===== src/design/tvcu_pkg.sv =====
// Package: constants and carriers of the trap vector and context unit
package tvcu_pkg;
    localparam int          TVCU_DW          = 16;
    localparam int          TVCU_NREG        = 16;
    localparam int          TVCU_NALT        = 2;
    localparam int          TVCU_AW          = 24;
    localparam int          TVCU_NIRQ        = 245;
    localparam int          TVCU_NTRAP       = 7;
    localparam int          TVCU_BSL_W       = 13;
    localparam int          TVCU_IPL_W       = 3;
    localparam int          TVCU_SP_IDX      = 15;
    localparam logic [23:0] TVCU_SEG_UNIT    = 24'h000400;
    localparam logic [23:0] TVCU_OFS_OSC     = 24'h000004;
    localparam logic [23:0] TVCU_OFS_ADDR    = 24'h000006;
    localparam logic [23:0] TVCU_OFS_HARD    = 24'h000008;
    localparam logic [23:0] TVCU_OFS_STACK   = 24'h00000a;
    localparam logic [23:0] TVCU_OFS_MATH    = 24'h00000c;
    localparam logic [23:0] TVCU_OFS_DMA     = 24'h00000e;
    localparam logic [23:0] TVCU_OFS_SOFT    = 24'h000010;
    localparam logic [23:0] TVCU_OFS_IRQ0    = 24'h000014;
    localparam logic [23:0] TVCU_OFS_IRQ_LAST = 24'h0001fc;
    localparam logic [2:0]  TVCU_CTX_PRIMARY = 3'h0;
    localparam logic [15:0] TVCU_REG_RST     = 16'h0000;
    // Trap request bit positions; lower index wins
    localparam int          TVCU_TR_OSC      = 0;
    localparam int          TVCU_TR_ADDR     = 1;
    localparam int          TVCU_TR_HARD     = 2;
    localparam int          TVCU_TR_STACK    = 3;
    localparam int          TVCU_TR_MATH     = 4;
    localparam int          TVCU_TR_DMA      = 5;
    localparam int          TVCU_TR_SOFT     = 6;

    typedef struct packed {
        logic [2:0] ctx_b;
        logic [2:0] ctx_a;
    } tvcu_alt_cfg_type;

    typedef struct packed {
        logic [2:0] manual_context_index;
        logic [2:0] current_context_index;
    } tvcu_ctx_stat_type;

    typedef struct packed {
        logic        valid;
        logic        is_trap;
        logic [7:0]  index;
        logic [23:0] addr;
    } tvcu_vec_type;
endpackage


===== src/design/tvcu_vec_sel.sv =====
// Pending-request arbiter and vector slot address generator
`timescale 1ns/1ps
module tvcu_vec_sel
    import tvcu_pkg::*;
#(
    parameter int NIRQ = TVCU_NIRQ
) (
    input  wire logic [TVCU_NTRAP-1:0] trap_pend,
    input  wire logic [NIRQ-1:0]       irq_pend,
    input  wire logic [TVCU_BSL_W-1:0] boot_segment_limit,
    output tvcu_vec_type               sel
);
    logic [23:0] base;
    logic [23:0] trap_ofs [TVCU_NTRAP];
    logic [7:0]  trap_idx;
    logic [7:0]  irq_idx;
    logic        trap_any;
    logic        irq_any;

    // Base = (limit - 1) * 0x400
    assign base = 24'((24'(boot_segment_limit) - 24'h000001) * TVCU_SEG_UNIT);

    assign trap_ofs[TVCU_TR_OSC]   = TVCU_OFS_OSC;
    assign trap_ofs[TVCU_TR_ADDR]  = TVCU_OFS_ADDR;
    assign trap_ofs[TVCU_TR_HARD]  = TVCU_OFS_HARD;
    assign trap_ofs[TVCU_TR_STACK] = TVCU_OFS_STACK;
    assign trap_ofs[TVCU_TR_MATH]  = TVCU_OFS_MATH;
    assign trap_ofs[TVCU_TR_DMA]   = TVCU_OFS_DMA;
    assign trap_ofs[TVCU_TR_SOFT]  = TVCU_OFS_SOFT;

    assign trap_any = |trap_pend;
    assign irq_any  = |irq_pend;

    // Fixed priority: lowest index first, one winner per entry
    always_comb begin
        trap_idx = 8'h00;
        for (int i = TVCU_NTRAP - 1; i >= 0; i--) begin
            if (trap_pend[i]) begin
                trap_idx = 8'(i);
            end
        end
    end

    always_comb begin
        irq_idx = 8'h00;
        for (int i = NIRQ - 1; i >= 0; i--) begin
            if (irq_pend[i]) begin
                irq_idx = 8'(i);
            end
        end
    end

    // Reserved slots 0, 2 and 0x12 are never produced by either path
    always_comb begin
        sel.valid   = trap_any | irq_any;
        sel.is_trap = trap_any;
        sel.index   = trap_any ? trap_idx : irq_idx;
        if (trap_any) begin
            sel.addr = 24'(base + trap_ofs[trap_idx[2:0]]);
        end else if (irq_any) begin
            sel.addr = 24'(base + TVCU_OFS_IRQ0 + {15'h0000, irq_idx, 1'b0});
        end else begin
            sel.addr = 24'h000000;
        end
    end
endmodule


===== src/design/tvcu_top.sv =====
// Trap vector, working register file and context set control
// Operation
// - Oscillator fail trap vectors at offset 0x4
// - Address error trap vectors at offset 0x6
// - Generic hard trap vectors at offset 0x8
// - Stack error trap vectors at offset 0xA
// - Math error trap vectors at offset 0xC
// - DMA controller error trap at offset 0xE
// - Generic soft trap vectors at offset 0x10
// - Interrupt n vectors at 0x14 plus 2n
// - Sixteen 16-bit general working registers
// - Last register is the software stack pointer
// - Two alternate sets, switched by priority level
// - Set priority from 3-bit configuration fields
// - Alternate sets keep contents between uses
// - Swap instruction switches sets explicitly
// - Status reports current and manual set
// - Interrupts accepted inside loops, resume correctly
// - Base is (limit minus one) times 0x400
`timescale 1ns/1ps
module tvcu_top
    import tvcu_pkg::*;
#(
    parameter int NIRQ = TVCU_NIRQ
) (
    input  wire logic                  clk,
    input  wire logic                  nrst,
    input  wire logic [TVCU_NTRAP-1:0] trap_req,
    input  wire logic [NIRQ-1:0]       irq_req,
    input  wire logic [TVCU_IPL_W-1:0] irq_ipl,
    input  wire logic                  entry_ack,
    input  wire logic                  ret_ack,
    input  wire logic [TVCU_BSL_W-1:0] boot_segment_limit,
    input  tvcu_alt_cfg_type           alt_register_config_word,
    input  wire logic                  context_swap_instruction,
    input  wire logic [2:0]            swap_target,
    input  wire logic                  loop_active,
    input  wire logic [23:0]           loop_resume_pc,
    input  wire logic [3:0]            rd_addr_a,
    input  wire logic [3:0]            rd_addr_b,
    input  wire logic                  wr_en,
    input  wire logic [3:0]            wr_addr,
    input  wire logic [TVCU_DW-1:0]    wr_data,
    output logic                       vec_valid,
    output logic                       vec_is_trap,
    output logic [7:0]                 vec_index,
    output logic [23:0]                vec_addr,
    output logic [TVCU_DW-1:0]         rd_data_a,
    output logic [TVCU_DW-1:0]         rd_data_b,
    output logic [TVCU_DW-1:0]         software_stack_pointer,
    output tvcu_ctx_stat_type          context_status_register,
    output logic                       loop_saved,
    output logic [23:0]                loop_ret_pc
);
    // ------------------------------------------------------------
    // Pending requests
    // ------------------------------------------------------------
    logic [TVCU_NTRAP-1:0] trap_pend_ff;
    logic [TVCU_NTRAP-1:0] nxt_trap_pend;
    logic [NIRQ-1:0]       irq_pend_ff;
    logic [NIRQ-1:0]       nxt_irq_pend;
    logic [TVCU_NTRAP-1:0] trap_clr;
    logic [NIRQ-1:0]       irq_clr;
    tvcu_vec_type          sel;
    tvcu_vec_type          vec_ff;
    tvcu_vec_type          nxt_vec;
    logic                  trap_taken;
    logic                  irq_taken;

    tvcu_vec_sel #(
        .NIRQ(NIRQ)
    ) u_sel (
        .trap_pend          (trap_pend_ff),
        .irq_pend           (irq_pend_ff),
        .boot_segment_limit (boot_segment_limit),
        .sel                (sel)
    );

    // Only the serviced source is cleared; a new request in the same cycle wins
    assign trap_taken    = entry_ack && vec_ff.valid && vec_ff.is_trap;
    assign irq_taken     = entry_ack && vec_ff.valid && !vec_ff.is_trap;

    genvar gt;
    genvar gi;
    generate
        for (gt = 0; gt < TVCU_NTRAP; gt++) begin : g_trap_clr
            assign trap_clr[gt] = trap_taken && (vec_ff.index == 8'(gt));
        end
        for (gi = 0; gi < NIRQ; gi++) begin : g_irq_clr
            assign irq_clr[gi] = irq_taken && (vec_ff.index == 8'(gi));
        end
    endgenerate

    assign nxt_trap_pend = (trap_pend_ff & ~trap_clr) | trap_req;
    assign nxt_irq_pend  = (irq_pend_ff & ~irq_clr) | irq_req;
    // Offer drops on the taking edge so one entry never serves two sources
    assign nxt_vec       = entry_ack ? '0 : sel;

    always_ff @(posedge clk or negedge nrst) begin
        if (!nrst) begin
            trap_pend_ff <= '0;
        end else begin
            trap_pend_ff <= nxt_trap_pend;
        end
    end

    always_ff @(posedge clk or negedge nrst) begin
        if (!nrst) begin
            irq_pend_ff <= '0;
        end else begin
            irq_pend_ff <= nxt_irq_pend;
        end
    end

    always_ff @(posedge clk or negedge nrst) begin
        if (!nrst) begin
            vec_ff <= '0;
        end else begin
            vec_ff <= nxt_vec;
        end
    end

    assign vec_valid   = vec_ff.valid;
    assign vec_is_trap = vec_ff.is_trap;
    assign vec_index   = vec_ff.index;
    assign vec_addr    = vec_ff.addr;

    // ------------------------------------------------------------
    // Context selection
    // ------------------------------------------------------------
    typedef enum logic [2:0] {
        TVCU_CS_PRI = 3'b001,
        TVCU_CS_ALT = 3'b010,
        TVCU_CS_MAN = 3'b100
    } tvcu_cs_type;

    tvcu_cs_type cs_ff;
    tvcu_cs_type nxt_cs;
    logic [2:0]  cur_ctx_ff;
    logic [2:0]  nxt_cur_ctx;
    logic [2:0]  man_ctx_ff;
    logic [2:0]  nxt_man_ctx;
    logic [2:0]  saved_ctx_ff;
    logic [2:0]  nxt_saved_ctx;
    logic        irq_entry;
    logic        hit_a;
    logic        hit_b;
    logic        swap_ok;

    assign irq_entry = entry_ack && vec_ff.valid && !vec_ff.is_trap;
    // Level 0 and 7 never map to an alternate set
    assign hit_a     = (alt_register_config_word.ctx_a == irq_ipl) && (irq_ipl != 3'h0)
                       && (irq_ipl != 3'h7);
    assign hit_b     = (alt_register_config_word.ctx_b == irq_ipl) && (irq_ipl != 3'h0)
                       && (irq_ipl != 3'h7) && !hit_a;
    assign swap_ok   = context_swap_instruction && (swap_target <= 3'(TVCU_NALT));

    always_comb begin
        nxt_cs        = cs_ff;
        nxt_cur_ctx   = cur_ctx_ff;
        nxt_man_ctx   = man_ctx_ff;
        nxt_saved_ctx = saved_ctx_ff;
        case (cs_ff)
            TVCU_CS_PRI, TVCU_CS_MAN: begin
                if (irq_entry && (hit_a || hit_b)) begin
                    nxt_saved_ctx = cur_ctx_ff;
                    nxt_cur_ctx   = hit_a ? 3'h1 : 3'h2;
                    nxt_cs        = TVCU_CS_ALT;
                end else if (swap_ok) begin
                    nxt_cur_ctx = swap_target;
                    nxt_man_ctx = swap_target;
                    nxt_cs      = (swap_target == TVCU_CTX_PRIMARY) ? TVCU_CS_PRI : TVCU_CS_MAN;
                end
            end
            TVCU_CS_ALT: begin
                if (ret_ack) begin
                    nxt_cur_ctx = saved_ctx_ff;
                    nxt_cs      = (saved_ctx_ff == TVCU_CTX_PRIMARY) ? TVCU_CS_PRI : TVCU_CS_MAN;
                end else if (swap_ok) begin
                    nxt_cur_ctx = swap_target;
                    nxt_man_ctx = swap_target;
                end
            end
            default: begin
                nxt_cs      = TVCU_CS_PRI;
                nxt_cur_ctx = TVCU_CTX_PRIMARY;
            end
        endcase
    end

    always_ff @(posedge clk or negedge nrst) begin
        if (!nrst) begin
            cs_ff <= TVCU_CS_PRI;
        end else begin
            cs_ff <= nxt_cs;
        end
    end

    always_ff @(posedge clk or negedge nrst) begin
        if (!nrst) begin
            cur_ctx_ff <= TVCU_CTX_PRIMARY;
        end else begin
            cur_ctx_ff <= nxt_cur_ctx;
        end
    end

    always_ff @(posedge clk or negedge nrst) begin
        if (!nrst) begin
            man_ctx_ff <= TVCU_CTX_PRIMARY;
        end else begin
            man_ctx_ff <= nxt_man_ctx;
        end
    end

    // One saved level only: alternate entries do not nest
    always_ff @(posedge clk or negedge nrst) begin
        if (!nrst) begin
            saved_ctx_ff <= TVCU_CTX_PRIMARY;
        end else begin
            saved_ctx_ff <= nxt_saved_ctx;
        end
    end

    assign context_status_register.current_context_index = cur_ctx_ff;
    assign context_status_register.manual_context_index  = man_ctx_ff;

    // ------------------------------------------------------------
    // Working register banks
    // ------------------------------------------------------------
    // Bank 0 is primary; banks 1..NALT shadow registers 0..14 only
    logic [TVCU_DW-1:0] bank_ff [TVCU_NALT+1][TVCU_NREG-1];
    logic [TVCU_DW-1:0] sp_ff;
    logic [1:0]         bank_sel;
    logic [TVCU_DW-1:0] rd_a_ff;
    logic [TVCU_DW-1:0] rd_b_ff;
    logic [TVCU_DW-1:0] nxt_rd_a;
    logic [TVCU_DW-1:0] nxt_rd_b;

    assign bank_sel = cur_ctx_ff[1:0];

    genvar gb;
    genvar gr;
    generate
        for (gb = 0; gb <= TVCU_NALT; gb++) begin : g_bank
            for (gr = 0; gr < TVCU_NREG - 1; gr++) begin : g_reg
                // Only the active bank is written, so idle banks persist
                always_ff @(posedge clk or negedge nrst) begin
                    if (!nrst) begin
                        bank_ff[gb][gr] <= TVCU_REG_RST;
                    end else if (wr_en && wr_addr == 4'(gr) && bank_sel == 2'(gb)) begin
                        bank_ff[gb][gr] <= wr_data;
                    end
                end
            end
        end
    endgenerate

    // Stack pointer is shared by all sets so context saves stay coherent
    always_ff @(posedge clk or negedge nrst) begin
        if (!nrst) begin
            sp_ff <= TVCU_REG_RST;
        end else if (wr_en && wr_addr == 4'(TVCU_SP_IDX)) begin
            sp_ff <= wr_data;
        end
    end

    assign nxt_rd_a = (rd_addr_a == 4'(TVCU_SP_IDX)) ? sp_ff
                      : bank_ff[bank_sel][rd_addr_a];
    assign nxt_rd_b = (rd_addr_b == 4'(TVCU_SP_IDX)) ? sp_ff
                      : bank_ff[bank_sel][rd_addr_b];

    // Registered reads: data shows one edge after the address
    always_ff @(posedge clk or negedge nrst) begin
        if (!nrst) begin
            rd_a_ff <= TVCU_REG_RST;
            rd_b_ff <= TVCU_REG_RST;
        end else begin
            rd_a_ff <= nxt_rd_a;
            rd_b_ff <= nxt_rd_b;
        end
    end

    assign rd_data_a = rd_a_ff;
    assign rd_data_b = rd_b_ff;
    assign software_stack_pointer = sp_ff;

    // ------------------------------------------------------------
    // Loop resume capture
    // ------------------------------------------------------------
    // Entry is never held off by a loop; its resume point is kept instead
    logic        loop_saved_ff;
    logic [23:0] loop_pc_ff;

    always_ff @(posedge clk or negedge nrst) begin
        if (!nrst) begin
            loop_saved_ff <= 1'b0;
            loop_pc_ff    <= 24'h000000;
        end else if (entry_ack && vec_ff.valid && loop_active) begin
            loop_saved_ff <= 1'b1;
            loop_pc_ff    <= loop_resume_pc;
        end else if (ret_ack) begin
            loop_saved_ff <= 1'b0;
        end
    end

    assign loop_saved  = loop_saved_ff;
    assign loop_ret_pc = loop_pc_ff;
endmodule


===== config.mk =====
export PLATFORM = sky130hd
export DESIGN_NAME = tvcu_top
export DESIGN_NICKNAME = d
export VERILOG_FILES = /design/src/design/tvcu_pkg.sv /design/src/design/tvcu_vec_sel.sv /design/src/design/tvcu_top.sv
export SDC_FILE = /design/constraint.sdc
export NUM_CORES = 2
export LEC_CHECK = 0
export ABC_AREA = 1
export BUFFER_PORTS_ARGS = -buffer_cell sky130_fd_sc_hd__clkbuf_2
export CAP_MARGIN = 20
export CORE_UTILIZATION = 24
export CTS_BUF_LIST = sky130_fd_sc_hd__clkbuf_16
export DETAILED_ROUTE_END_ITERATION = 8
export PLACE_DENSITY = 0.42
export SLEW_MARGIN = 20
export SYNTH_ARGS = -nofsm -noshare
export SYNTH_HDL_FRONTEND = slang
export SYNTH_SLANG_ARGS = --single-unit

===== constraint.sdc =====
create_clock -name clk -period 11 [get_ports clk]
set_input_delay 0.55 -clock clk [delete_from_list [all_inputs] [get_ports clk]]
set_output_delay 0.55 -clock clk [all_outputs]
set_load 0.005 [all_outputs]

* Word level (Yosys, flattened, before mapping) *
Memory sizes are Yosys's and may differ from the RTL's.
Cells that the tools add are included.

storage, ports and cells
  flip-flop bits (word level) = 1091
  bits in latches = 0
  memory bits (writable) = 0
  ROM bits = 192
  bits of input ports = 336
  output and inout bits = 113
  word-level logic and storage cells = 981
  memories kept = 1

memories
  name             depth  bits a word  read ports  clocked after Yosys merged registers in  write ports  RTL line            source
  (no name shown)  8      24           1           0                                        0            tvcu_vec_sel.sv:59  sel.addr = 24'(base + trap_ofs[trap_idx[2:0]]);

cells by class
  add/subtract/negate cells = 4
  $mul = 0
  divide/modulo/power cells = 0
  $lt $le $gt $ge = 5
  equality and inequality tests = 273
  shift-type cells = 0
  muxes and demuxes = 286
  bitwise gates (word level) = 11
  reductions and logical operators = 341

operator list
  cell                                           count
  2-to-1 mux 8 bit                               246
  == test 8 bit, second input constant           117
  == test 8 x 7 -> 1 bit, second input constant  64
  binary-select mux 240 bit (select 2 bit)       1
  2-to-1 mux 240 bit                             2
  logical AND 1 bit                              324
  == test 8 x 6 -> 1 bit, second input constant  32
  AND 245 bit                                    1
  inverter 245 bit                               1
  OR 245 bit                                     1
  OR reduction 245 bit                           1
  binary-select mux 16 bit (select 4 bit)        2
  == test 8 x 5 -> 1 bit, second input constant  16
  2-to-1 mux 16 bit                              6
  2-to-1 mux 24 bit                              4
  == test 8 x 4 -> 1 bit, second input constant  8
  2-to-1 mux 3 bit                               18
  == test 4 bit, second input constant           10
  2-to-1 mux 34 bit                              1
  == test 8 x 3 -> 1 bit, second input constant  4
  adder 24 bit                                   1
  adder 24 x 5 -> 24 bit, second input constant  1
  adder 24 x 9 -> 24 bit                         1
  one-hot mux 3 bit (2 select lines)             3
  other kinds (39)                               55

* Logic depth before layout (Yosys ltp) *
  depth in word-level cells = 249
  gate-level depth with buffers = 245
  mapped depth without buffers = 245

* By module *
Synthesis repeated with hierarchy kept, for this count alone.

unflattened totals
  cell total of the unflattened synthesis = 7432
  area total of the unflattened synthesis = 54105.6 um^2

by module, submodules not included
  module        times used  cells an instance  area an instance (um^2)  seq. area each (um^2)
  tvcu_top      1           6354               49815.3                  27302.4
  tvcu_vec_sel  1           1078               4290.4                   0.0

* Least setup slack after synthesis *
OpenSTA, ideal clock, no wires.

  kind = register -> register
  start point = reg irq_pend_ff[242]
  end point = reg vec_ff, in the netlist vec_addr[1]
  library setup time = 0.077 ns
  arrival = 10.659 ns
  data required time = 10.923 ns
  path slack = 0.263 ns
  cell stages (with the launch flop) = 246
  path buffers = 0
  clock period less this slack = 10.737 ns
  path through = dfrtp_1 > inv_2 > nand2_1 > nand2_1 > nand2_1 > nand2_1 > nand2_1 > nand2_1 > nand2_1 > nand2_1 > nand2_1 > nand2_1 > nand2_1 > nand2_1 > nand2_1 > nand2_1 > nand2_1 > nand2_1 > (+210 left out) > nand2_1 > nand2_1 > nand2_1 > nand2_1 > nand2_1 > nand2_1 > nand2_1 > nand2_1 > nand2_1 > nand2_1 > nand2_1 > nand2_1 > nand2_1 > nand2_1 > nand2_1 > nand2_1 > nand2_1 > a21oi_1

RTL lines
  element                   RTL line         source
  start: declaration        tvcu_top.sv:60   logic [NIRQ-1:0] irq_pend_ff;
  start signal: assignment  tvcu_top.sv:111  irq_pend_ff <= nxt_irq_pend;
  end signal: assignment    tvcu_top.sv:119  vec_ff <= nxt_vec;
  end: declaration          tvcu_top.sv:65   tvcu_vec_type vec_ff;

==> impl_metrics.toml <==
[run_status]
status = "finished, violations left"
failed_checks = "design-rule violations, negative setup slack"

[timing]
finalSetupViolations = 2
worst_pin_slew_ps = 1161
setup_tns_ps = -3399
max_freq_ghz = 0.07873
finalCritPeriodShare_pct = 115.5
finalHoldViolCount = 0
slew_headroom_pct = 22.39
skew_ps = 69.11
finalCriticalPeriod_ps = 12700
slew_violations = 0
worst_slack_ps = -1701
rsz0062_at_grt = "true"

[clock_network]
cts-root-buf = "clkbuf_16"
clk_pin_slew_ps = 60
cts-buffers-inserted = 138
clkSinkCount = 1090
max-clock-path-buffers = 3
clkLatencyLatePin_ps = 800
cts_htree_levels = 4
cts_tree = "yes"

[worst_hold_path]
min_from = "irq_req[226]"
hold_end = "irq_pend_ff[226]"
worstHoldPathCells = 2
hold_path_class = "input pin to flop"

[cells_and_area]
design_area_mm2 = 0.06404
fin_nets = 7294
fillers = 22720
drive_gt1_share_pct = 12.37
syn_to_final_growth_pct = 24.94

[power]
ir_worst_vdd_mv = 0.1604
p_per_area_mw_per_mm2 = 214.6
p_leak_nw = 30.25
p_total_mw = 13.74

[routing]
wl_per_cell_um = 21.50
drt-pass1-iter-count = 8
vias = 46530
post-route-drc-count = 56
routed_wl_um = 213000
via_per_inst = 4.698
drt-initial-drc-count = 4037
ant_nets = 0

[floorplan]
start_util_pct = 24.17
die-area_mm2 = 0.2154
coreArea_mm2 = 0.2121
io_pins = 449
die_x_um = 464.1
fp.dieH_um = 464.1
rows = 169

[grt]
grt_use_met3_pct = 4.169
grt_pass1_wl_um = 313000
grt-busiest-layer = "met2"
gr-usage-met1_pct = 25.46
grt_pass1_vias = 45990
antenna_found_initial = 63
grt_max_degree = 161
grt_overflow = 0
grt_usage_pct = 19.40
grt_util_met2_pct = 31.53

[synthesis]
synth_warnings = 0
avgSynthCellArea_um2 = 8.070
yosysSeqAreaShare_pct = 53.22
synthTopCellsByArea = "dfrtp_1 (53%), nand2_1 (14%), o21ai_0 (8.1%)"
synth_seq_cells = 1090
synthCells = 6351
synth.largest_area_cell = "dfrtp_1"
synth_top_area_share_pct = 53.17
syn_area_mm2 = 0.05125
synth_cell_type_count = 40

[placed_design]
port_buffers = 447
place.gp.congestion = 0.8767
placed_cell_area_mm2 = 0.05677
dp_hpwl_um = 138300

[critical_path]
r2r_cells = 245
worstPathRequired_ps = 11710
crit_path_frequent_cell = "nand2_1"
worstSetupStartpointType = "flop"
crit_fanout = 2
reg2reg_setup_slack_ps = -1700
r2r_end = "vec_index[0]"
rr_startpoint = "irq_pend_ff[242]"
arrival_ps = 13420
critical_path_class = "flop to flop"
cp_slowest_cell = "dfrtp_1"
end_kind = "flop"
slowest_delay_ps = 390

[flow_run]
cap_violations = 0
-- per-layer routing --
| metal | up-vias | wire [um] |
|---|---|---|
| met3 | 398 | 13760 |
| li1 | 22000 | - |
| met1 | 22590 | 93170 |
| met2 | 1473 | 98990 |
| met5 | - | 429 |
| met4 | 64 | 6634 |
-- critical path, delay by kind of cell, from the launching register on --
kind	cells	cell delay, ps
buf+inv	1	60
compound gates	1	120
flops	1	390
simple gates	243	12040
-- flip-flops by register name, summed over array words and instances (netlist names), 3 cells and up --
register and count:
bank_ff 720, irq_pend_ff 245, loop_ret_pc 24, vec_addr 23, rd_data_a 16, rd_data_b 16, software_stack_pointer 16, vec_index 8
trap_pend_ff 7, cs_ff 3, cur_ctx_ff 3, man_ctx_ff 3, saved_ctx_ff 3
-- cell usage after synthesis --
cell type  instances
o41ai_1            1
buf_4              1
a211o_1            1
ha_1               3
conb_1             1
buf_6              1
o21bai_1         250
a21oi_1          232
a22oi_1          105
mux2_2            25
o21ai_0          825
xnor2_1            8
buf_1             45
dfstp_2            1
dfrtp_1         1089
a21boi_0          18
clkinv_1           5
xor2_1            10
a221o_1            5
bufinv_8           9
o32ai_1            1
nor3_1            34
nor4_1             3
o21ai_1            4
nand4_1            9
o211ai_1           8
nand2_1         1970
clkbuf_1         363
nand3_1          291
o221ai_1           2
a221oi_1          34
a22o_1            56
and3_1             1
a32o_1             7
nor2_1           559
o311ai_0           1
a31oi_1           12
inv_2              5
o31ai_1            2
inv_1            354
-- where the power goes --
| group | internal (mW) | switching [mW] | total [mW] |
|---|---|---|---|
| clock | 2.49 | 1.93 | 4.42 |
| sequential | 5.05 | 0.573 | 5.62 |
| combinational | 1.24 | 2.46 | 3.70 |
| total | 8.78 | 4.96 | 13.7 |
-- kinds of logic (layout without fill, tap and decap cells) --
group           Yosys count  count (layout)  share of synthesized area, %
mux                      25              25                        0.5493
xor+xnor                 18              18                        0.3076
compound gates         1564            1564                         17.99
fa+ha+maj                 3               3                       0.07324
flops                  1090            1090                         53.22
simple gates           2867            2867                         21.85
other cells               1              29                      0.007316
buf+inv                 783            1487                         5.998
-- through the flow --
step                cells  util [%]  hold slack (ps)  setup slack, ps
CTS                  9868     30.08           0.3935            -1827
global placement     9357     26.76            460.8            -2058
finish               9904     30.19            43.96            -1701
detailed placement   9357     26.77            469.0            -1733
floorplan            6352         -            254.4            263.5
global route         9898     30.19            11.22            -4145
-- repair_timing --
action / in CTS / in global routing
gates resized for setup: 3 / 1
pin swaps: 0 / 0
hold buffers: 270 / 0
endpoints found under the setup margin: 2 / 2
buffers inserted: 0 / 1
endpoints found under the hold margin: 361 / 0
-- final cells by class --
class	count	area (um^2)	share of cell area [%]
Sequential cell	1090	27280	42.60
Multi-Input combinational cell	4479	21040	32.86
Timing Repair Buffer	873	6277	9.802
Tap cell	2821	3530	5.512
Clock buffer	138	3453	5.393
Inverter	373	1524	2.380
Clock inverter	103	864.6	1.350
Antenna cell	27	67.56	0.1055
-- placed cells by master, fill, tap and decap left out, drive strengths merged, types with 27 or more instances in the layout --
master       count
nand2         1970
dfrtp         1089
o21ai          829
clkbuf         584
nor2           559
inv            403
nand3          291
dlygate4sd3    270
o21bai         250
a21oi          232
buf            157
a22oi          105
a22o            56
clkinv          54
a221oi          34
nor3            34
diode           27
-- how the worst max path moves through the flow --
stage / startpoint / depth (start not counted) / to / slack, ps
after floorplan: irq_pend_ff[242] / 245 / vec_addr[1] / 260
after global placement: irq_pend_ff[242] / 245 / vec_index[0] / -2060
after detailed placement: irq_pend_ff[242] / 245 / vec_addr[1] / -1730
after CTS: irq_pend_ff[242] / 245 / vec_addr[1] / -1830
after global routing: irq_pend_ff[242] / 245 / vec_addr[1] / -4150
final: irq_pend_ff[242] / 245 / vec_index[0] / -1700
Power figures use the tool's default switching activity.
